[config.mk]
export PLATFORM = sky130hd
export DESIGN_NAME = wpm_interface_unit_flat
export DESIGN_NICKNAME = d
export VERILOG_FILES = /design/src/wpm_pkg.sv /design/src/wpm_ps_if.sv /design/src/wpm_interface_unit.sv /design/src/flat_wrapper.sv
export SDC_FILE = /design/constraint.sdc
export NUM_CORES = 1
export LEC_CHECK = 0
export BUFFER_PORTS_ARGS = -buffer_cell sky130_fd_sc_hd__buf_2
export CAP_MARGIN = 20
export CORE_MARGIN = 2
export CORE_UTILIZATION = 58
export DETAILED_ROUTE_END_ITERATION = 8
export PLACE_DENSITY = 0.86
export RECOVER_POWER = 25
export SLEW_MARGIN = 20
export SYNTH_ARGS = -nofsm -noshare
export SYNTH_HDL_FRONTEND = slang
export SYNTH_SLANG_ARGS = --single-unit
[constraint.sdc]
create_clock -name core_clk -period 12.2 [get_ports core_clk]
set_clock_uncertainty 0.05 [all_clocks]
set_input_delay 1.22 -clock core_clk [delete_from_list [all_inputs] [get_ports core_clk]]
set_output_delay 1.22 -clock core_clk [all_outputs]
set_load 0.01 [all_outputs]
[src/wpm_pkg.sv]
// Shared constants and types for the window mapping interconnect block
package wpm_pkg;
	// Peripheral bus address layout
	localparam int DISP_W      = 16;
	localparam int BASE_W      = 24;
	localparam int DATA_W      = 16;
	localparam int REGION_W    = 3;
	localparam int ADDR_W      = REGION_W + DISP_W;
	localparam int NUM_WIN     = 4;
	localparam logic [REGION_W-1:0] REGION_CTRL = 3'h4;
	localparam logic [REGION_W-1:0] REGION_IC_WIN = 3'h1;

	// Control window offsets
	localparam logic [DISP_W-1:0] CW_OPERAND_LO = 16'h0000;
	localparam logic [DISP_W-1:0] CW_OPERAND_HI = 16'h0002;
	localparam logic [DISP_W-1:0] CW_OPCODE     = 16'h0004;
	localparam logic [DISP_W-1:0] CW_STATUS     = 16'h0006;

	// Opcode word fields
	localparam int OPC_FN_LSB  = 0;
	localparam int OPC_WIN_LSB = 4;

	// Status word bits
	localparam int ST_ERR_BIT  = 0;
	localparam int ST_PHYS_BIT = 1;
	localparam int ST_IC_BIT   = 2;

	// Interconnect addresses the system must provide
	localparam logic [BASE_W-1:0] IC_PROC_ID_ADDR = 24'h000000;
	localparam logic [BASE_W-1:0] IC_SIGNAL_ADDR  = 24'h000002;

	// Reset values
	localparam logic [BASE_W-1:0] BASE_RESET = 24'h000000;
	localparam logic [DISP_W-1:0] SEL_RESET  = 16'h0000;

	typedef enum logic [3:0] {
		FN_NONE      = 4'h0,
		FN_ALTER_MAP = 4'h1,
		FN_SET_PHYS  = 4'h2,
		FN_SET_LOGIC = 4'h3,
		FN_SWITCH_W1 = 4'h4,
		FN_SET_SEL   = 4'h5
	} wpm_fn_t;

	typedef enum logic [1:0] {
		CMD_READ  = 2'h0,
		CMD_WRITE = 2'h1,
		CMD_OPEN  = 2'h2,
		CMD_FUNC  = 2'h3
	} wpm_cmd_t;
endpackage : wpm_pkg

[src/wpm_ps_if.sv]
// Peripheral subsystem bus between attached host and interface unit
`timescale 1ns/100ps
interface wpm_ps_if;
	logic                               psReq;
	logic                               psWe;
	logic [wpm_pkg::ADDR_W-1:0]         psAddr;
	logic [wpm_pkg::DATA_W-1:0]         psWdata;
	logic [wpm_pkg::DATA_W-1:0]         psRdata;
	logic                               psAck;
	logic                               psErr;

	modport host (
		output psReq,
		output psWe,
		output psAddr,
		output psWdata,
		input  psRdata,
		input  psAck,
		input  psErr
	);

	modport unit (
		input  psReq,
		input  psWe,
		input  psAddr,
		input  psWdata,
		output psRdata,
		output psAck,
		output psErr
	);
endinterface : wpm_ps_if

[src/wpm_interface_unit.sv]
// Interface unit: maps peripheral windows onto memory or interconnect
`timescale 1ns/100ps
module wpm_interface_unit (
	// Clock and reset
	input  wire logic                          core_clk,
	input  wire logic                          rst,
	// Peripheral bus
	wpm_ps_if.unit                             ps,
	// Central system access
	output logic                               sysReq,
	output logic                               sysWe,
	output logic                               sysIc,
	output logic                               sysPhys,
	output logic [wpm_pkg::DISP_W-1:0]         sysSel,
	output logic [wpm_pkg::BASE_W-1:0]         sysAddr,
	output logic [wpm_pkg::DATA_W-1:0]         sysWdata,
	input  wire logic [wpm_pkg::DATA_W-1:0]    sysRdata,
	input  wire logic                          sysAck,
	input  wire logic                          sysFault,
	// Status
	output logic                               funcDone,
	output logic                               physMode,
	output logic                               w1Interconnect
);

	typedef enum logic [1:0] {
		U_IDLE = 2'h0,
		U_SYS  = 2'h1,
		U_DONE = 2'h2
	} wpm_ustate_t;

	function automatic logic [wpm_pkg::BASE_W-1:0] winAddr(
		input logic [wpm_pkg::BASE_W-1:0] base,
		input logic [wpm_pkg::DISP_W-1:0] disp);
		winAddr = base + {{(wpm_pkg::BASE_W-wpm_pkg::DISP_W){1'b0}}, disp};
	endfunction : winAddr

	////////////////////////////////////////////////////////////////////////
	// State
	wpm_ustate_t                      stateReg;
	logic                             modePhysReg;
	logic                             w1IcReg;
	logic                             errReg;
	logic [wpm_pkg::BASE_W-1:0]       baseReg [wpm_pkg::NUM_WIN];
	logic [wpm_pkg::DISP_W-1:0]       selReg  [wpm_pkg::NUM_WIN];
	logic [wpm_pkg::DISP_W-1:0]       opLoReg;
	logic [wpm_pkg::DISP_W-1:0]       opHiReg;
	logic                             sysReqReg;
	logic                             sysWeReg;
	logic                             sysIcReg;
	logic                             sysPhysReg;
	logic [wpm_pkg::DISP_W-1:0]       sysSelReg;
	logic [wpm_pkg::BASE_W-1:0]       sysAddrReg;
	logic [wpm_pkg::DATA_W-1:0]       sysWdataReg;
	logic [wpm_pkg::DATA_W-1:0]       rdataReg;
	logic                             ackReg;
	logic                             psErrReg;
	logic                             funcDoneReg;

	////////////////////////////////////////////////////////////////////////
	// Decode
	wire logic [wpm_pkg::REGION_W-1:0] region = ps.psAddr[wpm_pkg::ADDR_W-1:wpm_pkg::DISP_W];
	wire logic [wpm_pkg::DISP_W-1:0]   disp   = ps.psAddr[wpm_pkg::DISP_W-1:0];
	wire logic [1:0]                   winIdx = region[1:0];
	wire logic       take     = (stateReg == U_IDLE) && ps.psReq;
	wire logic       isWin    = (region < 3'(wpm_pkg::NUM_WIN));
	wire logic       isCtl    = (region == wpm_pkg::REGION_CTRL);
	wire logic       isIc     = (region == wpm_pkg::REGION_IC_WIN) && w1IcReg;
	wire logic       misalign = isIc && disp[0];
	wire logic       winGo    = take && isWin && !misalign;
	wire logic       ctlWr    = take && isCtl && ps.psWe;
	wire logic       opExec   = ctlWr && (disp == wpm_pkg::CW_OPCODE);
	wire logic       badAcc   = take && !isCtl && (!isWin || misalign);

	// Physical mode: base plus displacement; logical: offset in selected object
	wire logic [wpm_pkg::BASE_W-1:0] physAddr = winAddr(baseReg[winIdx], disp);
	wire logic [wpm_pkg::BASE_W-1:0] logAddr  =
		{{(wpm_pkg::BASE_W-wpm_pkg::DISP_W){1'b0}}, disp};
	wire logic [wpm_pkg::BASE_W-1:0] tgtAddr  = modePhysReg ? physAddr : logAddr;

	// Function decode
	wire logic [3:0] fnCode = ps.psWdata[wpm_pkg::OPC_FN_LSB +: 4];
	wire logic [1:0] fnWin  = ps.psWdata[wpm_pkg::OPC_WIN_LSB +: 2];
	wire logic fnMap   = (fnCode == wpm_pkg::FN_ALTER_MAP);
	wire logic fnPhys  = (fnCode == wpm_pkg::FN_SET_PHYS);
	wire logic fnLogic = (fnCode == wpm_pkg::FN_SET_LOGIC);
	wire logic fnSw    = (fnCode == wpm_pkg::FN_SWITCH_W1);
	wire logic fnSel   = (fnCode == wpm_pkg::FN_SET_SEL);
	wire logic fnKnown = fnMap || fnPhys || fnLogic || fnSw || fnSel;
	wire logic fnReject = !fnKnown || (modePhysReg && fnSel);
	wire logic fnOk    = opExec && !fnReject;
	wire logic [wpm_pkg::BASE_W-1:0] opBase = {opHiReg[7:0], opLoReg};

	// Answer fault: protection faults count only in logical mode
	wire logic sysErr = sysFault && !modePhysReg;

	wire logic [wpm_pkg::DATA_W-1:0] statusWord =
		(wpm_pkg::DATA_W'(errReg) << wpm_pkg::ST_ERR_BIT) |
		(wpm_pkg::DATA_W'(modePhysReg) << wpm_pkg::ST_PHYS_BIT) |
		(wpm_pkg::DATA_W'(w1IcReg) << wpm_pkg::ST_IC_BIT);
	wire logic [wpm_pkg::DATA_W-1:0] ctlRd =
		(disp == wpm_pkg::CW_STATUS)     ? statusWord :
		(disp == wpm_pkg::CW_OPERAND_LO) ? opLoReg :
		(disp == wpm_pkg::CW_OPERAND_HI) ? opHiReg : 16'h0000;

	////////////////////////////////////////////////////////////////////////
	// Transfer sequencing
	wpm_ustate_t stateNext;
	always_comb begin
		stateNext = stateReg;
		case (stateReg)
			U_IDLE: begin
				if (winGo) begin
					stateNext = U_SYS;
				end else if (take) begin
					stateNext = U_DONE;
				end
			end
			U_SYS: begin
				if (sysAck) begin
					stateNext = U_DONE;
				end
			end
			U_DONE: stateNext = U_IDLE;
			default: stateNext = U_IDLE;
		endcase
	end

	always_ff @(posedge core_clk) begin
		if (rst) begin
			stateReg <= U_IDLE;
		end else begin
			stateReg <= stateNext;
		end
	end

	////////////////////////////////////////////////////////////////////////
	// System side request
	always_ff @(posedge core_clk) begin
		if (rst) begin
			sysReqReg   <= 1'b0;
			sysWeReg    <= 1'b0;
			sysIcReg    <= 1'b0;
			sysPhysReg  <= 1'b0;
			sysSelReg   <= wpm_pkg::SEL_RESET;
			sysAddrReg  <= wpm_pkg::BASE_RESET;
			sysWdataReg <= 16'h0000;
		end else if (winGo) begin
			sysReqReg   <= 1'b1;
			sysWeReg    <= ps.psWe;
			sysIcReg    <= isIc;
			sysPhysReg  <= modePhysReg;
			sysSelReg   <= selReg[winIdx];
			sysAddrReg  <= tgtAddr;
			sysWdataReg <= ps.psWdata;
		end else if ((stateReg == U_SYS) && sysAck) begin
			sysReqReg   <= 1'b0;
		end
	end

	////////////////////////////////////////////////////////////////////////
	// Peripheral answer
	always_ff @(posedge core_clk) begin
		if (rst) begin
			ackReg   <= 1'b0;
			psErrReg <= 1'b0;
			rdataReg <= 16'h0000;
		end else if ((stateReg == U_SYS) && sysAck) begin
			ackReg   <= 1'b1;
			psErrReg <= sysErr;
			rdataReg <= sysWeReg ? 16'h0000 : sysRdata;
		end else if (take && !winGo) begin
			ackReg   <= 1'b1;
			psErrReg <= badAcc || (opExec && fnReject);
			rdataReg <= (isCtl && !ps.psWe) ? ctlRd : 16'h0000;
		end else begin
			ackReg   <= 1'b0;
			psErrReg <= 1'b0;
		end
	end

	////////////////////////////////////////////////////////////////////////
	// Function request facility
	always_ff @(posedge core_clk) begin
		if (rst) begin
			opLoReg <= 16'h0000;
			opHiReg <= 16'h0000;
		end else if (ctlWr && (disp == wpm_pkg::CW_OPERAND_LO)) begin
			opLoReg <= ps.psWdata;
		end else if (ctlWr && (disp == wpm_pkg::CW_OPERAND_HI)) begin
			opHiReg <= ps.psWdata;
		end
	end

	always_ff @(posedge core_clk) begin
		if (rst) begin
			modePhysReg <= 1'b0;
			w1IcReg     <= 1'b0;
			errReg      <= 1'b0;
			funcDoneReg <= 1'b0;
		end else begin
			funcDoneReg <= opExec;
			if (opExec) begin
				errReg <= fnReject;
			end
			if (fnOk && fnPhys) begin
				modePhysReg <= 1'b1;
			end else if (fnOk && fnLogic) begin
				modePhysReg <= 1'b0;
			end
			if (fnOk && fnSw) begin
				w1IcReg <= opLoReg[0];
			end
		end
	end

	// Window map: base in physical mode, selector in logical mode
	always_ff @(posedge core_clk) begin
		if (rst) begin
			for (int i = 0; i < wpm_pkg::NUM_WIN; i++) begin
				baseReg[i] <= wpm_pkg::BASE_RESET;
				selReg[i]  <= wpm_pkg::SEL_RESET;
			end
		end else if (fnOk && fnMap && modePhysReg) begin
			baseReg[fnWin] <= opBase;
		end else if (fnOk && (fnMap || fnSel)) begin
			selReg[fnWin]  <= opLoReg;
		end
	end

	////////////////////////////////////////////////////////////////////////
	// Outputs
	assign ps.psAck       = ackReg;
	assign ps.psErr       = psErrReg;
	assign ps.psRdata     = rdataReg;
	assign sysReq         = sysReqReg;
	assign sysWe          = sysWeReg;
	assign sysIc          = sysIcReg;
	assign sysPhys        = sysPhysReg;
	assign sysSel         = sysSelReg;
	assign sysAddr        = sysAddrReg;
	assign sysWdata       = sysWdataReg;
	assign funcDone       = funcDoneReg;
	assign physMode       = modePhysReg;
	assign w1Interconnect = w1IcReg;

endmodule : wpm_interface_unit

[src/flat_wrapper.sv]
// flat-port wrapper written by rule: the top's interface ports become plain ports
module wpm_interface_unit_flat 
  (core_clk, rst, sysReq, sysWe, sysIc, sysPhys, sysSel, sysAddr, sysWdata, sysRdata, sysAck, sysFault, funcDone, physMode, w1Interconnect, ps_psReq, ps_psWe, ps_psAddr, ps_psWdata, ps_psRdata, ps_psAck, ps_psErr);
  wpm_ps_if ps_i ();
  input  wire logic core_clk;
  input  wire logic rst;
  output logic sysReq;
  output logic sysWe;
  output logic sysIc;
  output logic sysPhys;
  output logic [wpm_pkg::DISP_W-1:0] sysSel;
  output logic [wpm_pkg::BASE_W-1:0] sysAddr;
  output logic [wpm_pkg::DATA_W-1:0] sysWdata;
  input  wire logic [wpm_pkg::DATA_W-1:0] sysRdata;
  input  wire logic sysAck;
  input  wire logic sysFault;
  output logic funcDone;
  output logic physMode;
  output logic w1Interconnect;
  input wire logic [$bits(ps_i.psReq)-1:0] ps_psReq;
  input wire logic [$bits(ps_i.psWe)-1:0] ps_psWe;
  input wire logic [$bits(ps_i.psAddr)-1:0] ps_psAddr;
  input wire logic [$bits(ps_i.psWdata)-1:0] ps_psWdata;
  output wire logic [$bits(ps_i.psRdata)-1:0] ps_psRdata;
  output wire logic [$bits(ps_i.psAck)-1:0] ps_psAck;
  output wire logic [$bits(ps_i.psErr)-1:0] ps_psErr;
  assign ps_i.psReq = ps_psReq;
  assign ps_i.psWe = ps_psWe;
  assign ps_i.psAddr = ps_psAddr;
  assign ps_i.psWdata = ps_psWdata;
  assign ps_psRdata = ps_i.psRdata;
  assign ps_psAck = ps_i.psAck;
  assign ps_psErr = ps_i.psErr;
  wpm_interface_unit u_core (.core_clk(core_clk), .rst(rst), .ps(ps_i), .sysReq(sysReq), .sysWe(sysWe), .sysIc(sysIc), .sysPhys(sysPhys), .sysSel(sysSel), .sysAddr(sysAddr), .sysWdata(sysWdata), .sysRdata(sysRdata), .sysAck(sysAck), .sysFault(sysFault), .funcDone(funcDone), .physMode(physMode), .w1Interconnect(w1Interconnect));
endmodule
==> summary.md <==
| Metric | Value |
|---|---|
| Peak VDD IR | 0.108 mV |
| Slowest CP cell | clkbuf_1 |
| Via-per-instance ratio | 6.22 |
| First-pass GRT wire length | 51,000 um |
| Crit-path cells | buf_2 > clkbuf_1 > nand4b_1 > nand3b_1 > clkbuf_1 > or3_1 > nor2_1 > and3_1 > a211o_1 |
| Final min period | approximately 7 ns |
| Postcts setup bufs | 0 |
| TNS Setup | 0 ns |
| Status | finished, violations left |
| R2R Setup Slk | 7.15 ns |
| RSZ-0062 raised after global routing | no |
| Filler cells | around 1,500 |
| Hold Crit Start | u_core.opHiReg[12]$_SDFFE_PP0P_ |
| Most frequent cell after synthesis | nand2_1 |
| Startpoint types | input port |
| Post-DRT Antenna Nets | 0 |
| PD cells | 141 nW/um^2 |
| Failing checks | max-capacitance violations, max-slew violations |
| Final HPWL DP | 22,500 um |
| Vias in the first global route | between 9,000 and 10,000 |
| Hold-critical path depth | 2 |
| Worst min path class | reg -> reg |
| Slew Limit Fails | 106 |
| Insertion delay to the later sink of the worst-skew pair | 0.54 ns |
| Top delay family on crit path | buffers and inverters |
| Most common cell on crit path | clkbuf_1 |
| Clock power share | 0.397 |
| Die width | 151 um |
| Number of max-cap violations | 3 |
| Post-synth top flop | edfxtp_1 |
| # rows | 53 |
| Post-synthesis register bit count | between 200 and 300 |
| CP Max Fanout | 49 |
| I/O pin cnt | 138 |
| Yosys top cell area share | 0.381 |
| Arr. time, crit path | around 7.4 ns |
| Layout cells sized above 1 | 0.143 |
| Vias | around 9,600 |
| Post-CTS Hold Buffers | 0 |
| Detailed Routing Iterations Pass 1 | 8 |
| Max Fclk | 142 MHz |
| Root buffer selected by CTS | clkbuf_16 |
| Synth top area cells | edfxtp_1, dfxtp_1, mux4_2 |
| CP Data Required Time | 12.58 ns |
| Total clock sinks | 276 |
| Post-synthesis cell type count | between 50 and 60 |
| Clk slew on worst S/H paths | approximately 0.06 ns |
| Initial antenna violation count | 1 |
| # H-tree levels | 1 |
| Combinational fraction of design power | 0.091 |
| Grt ovf | 0 |
| Post-synth EDFFs | 160 |
| Total power draw | 2010 uW |
| Area of the multi-input gates | roughly 5200 um^2 |
| Sw Pwr | 481 uW |
| Syn_nets | between 1,000 and 1,500 |
| Total CTS buffers | 28 |
| CP endpoint kind | flip-flop |
| Fin Hold WS | 0.405 ns |
| Critical path type | in -> reg |
| CTS resizes | 0 |
| Max Root-Sink Buffers | 3 |
| Final worst-path cycle share | 0.575 |
| CTS tree | done |
| Reg2Reg Depth | 6 |
| Drt wl/cell | 21.9 um |
| Die Span Y | 151 um |
| Sw Share | 0.240 |
| Core area | around 21,000 um^2 |
| Register area share after synthesis | 0.566 |
| Max-slew headroom | -1.35 |
| Final Hold Vio Count | 0 |
| Initial Util | 0.595 |
| Worst Tran Pin Value | 3.52 ns |
| Final Non-Filler Cells | 1,548 |
| Worst Hold End | u_core.opHiReg[12]$_SDFFE_PP0P_ |
| Port bufs | 137 |
| Final layout net count | 1,324 |
| Max incr delay on CP | between 2 and 2.5 ns |
| Top cell type by total area after synthesis | edfxtp_1 |
| DRT iter0 DRCs | 1,061 |
| DRC | 0 |
| Post-Synthesis Cells | around 1,100 |
| Post-synth ARST share | 0 |
| Synth Cell Area | between 10,000 and 15,000 um^2 |
| Yosys warns | 0 |
| Int Power | between 1500 and 2000 uW |
| GP Congestion | 0.934 |
| Sequential Power Share | 0.512 |
| Global-route usage over all layers | 0.292 |
| Critical path buffer and inverter count | 3 |
| # setup viols final | 0 |
| Post-Syn Area per Cell | 11.0 um^2 |
| FF+latch area | 7130 um^2 |
| R2r startpoint | u_core.physMode$_SDFFE_PP0P_ |
| Placed Cells | approximately 1,500 |
| Leakage | 0.00502 uW |
| Routed Wire Length | 33,900 um |
| FF-to-FF End | u_core.selReg[2][10]$_SDFFCE_PN0P_ |
| Post-synth top cells | nand2_1, edfxtp_1, nor2_1 |
| Largest net degree at the start of global routing | 72 |
| Area grow syn2layout | 12.7% |
| Die Footprint | 22,900 um^2 |
stage by stage:
step	worst slack [ns]	instance area, um^2	util
final	5.18	14200	0.671
after global routing	4.46	14200	0.671
after CTS	7.44	14300	0.678
after detailed placement	6.88	13500	0.637
after global placement	7.00	13500	0.637
after floorplan	7.18	12600	-
registers in the layout, summed over array words and instances (netlist names):
name,count
u_core.baseReg,96
u_core.errReg,1
u_core.funcDone,1
u_core.opHiReg,16
u_core.opLoReg,16
u_core.physMode,1
u_core.ps.psAck,1
u_core.ps.psErr,1
u_core.ps.psRdata,16
u_core.selReg,64
u_core.stateReg,2
u_core.sysAddr,24
u_core.sysIc,1
u_core.sysPhys,1
u_core.sysReq,1
u_core.sysSel,16
u_core.sysWdata,16
u_core.sysWe,1
u_core.w1Interconnect,1
worst max-delay path by stage:
| stage | slack [ns] | depth (start not counted) | end | from |
|---|---|---|---|---|
| after global placement | 7.00 | 10 | u_core.sysAddr[18]$_SDFFE_PP0P_ | ps_psAddr[16] |
| after floorplan | 7.18 | 13 | u_core.sysAddr[18]$_SDFFE_PP0P_ | ps_psAddr[16] |
| after CTS | 7.44 | 12 | u_core.sysAddr[18]$_SDFFE_PP0P_ | ps_psAddr[16] |
| final | 5.18 | 9 | u_core.sysAddr[21]$_SDFFE_PP0P_ | ps_psAddr[16] |
| after global routing | 4.46 | 9 | u_core.sysAddr[21]$_SDFFE_PP0P_ | ps_psAddr[16] |
| after detailed placement | 6.88 | 12 | u_core.sysAddr[18]$_SDFFE_PP0P_ | ps_psAddr[16] |
cell families after synthesis:
kind of cell,count (synthesis),synth area share
compound gates,201,0.101
xor+xnor,5,0.00348
fa+ha+maj,17,0.0175
buf+inv,78,0.0238
flops,276,0.566
mux,67,0.0947
simple gates,497,0.193
layout make-up:
class                           instances  area share
Inverter                                6     0.00159
Clock inverter                         11     0.00476
Tap cell                              275      0.0242
Clock buffer                           41      0.0550
Timing Repair Buffer                  151      0.0477
Multi-Input combinational cell        787       0.365
Antenna cell                            1    0.000176
Sequential cell                       276       0.502
per-layer routing:
layer,share of wire,track usage,up-vias
met5,0,0,-
met4,0.033,0.103,0
met3,0.10,0.0431,73
met2,0.48,0.485,580
met1,0.38,0.396,4631
li1,-,-,4338
power groups by stage:
stage	clock network, uW	registers [uW]	logic (uW)
CTS	796	1030	183
finish	797	1030	182
detailed placement	0	1050	181
floorplan	0	1050	117
global route	831	1030	198
global placement	0	1050	177
worst min-delay path: stages, from the launching register on:
cell,delay (ns)
dfxtp_1,0.31
nand2_1,0.05
a21oi_1,0.05
cell usage in the layout (no fill, tap or decap), types with 27 or more instances in the layout:
| master | instances |
|---|---|
| nor2_1 | 118 |
| edfxtp_1 | 160 |
| nand2_1 | 163 |
| nand2b_1 | 27 |
| and2_1 | 97 |
| mux4_2 | 40 |
| buf_2 | 55 |
| dfxtp_1 | 116 |
| clkbuf_16 | 28 |
| a21oi_1 | 95 |
| clkbuf_1 | 94 |
Note: power is estimated with default switching activity, not from simulation.
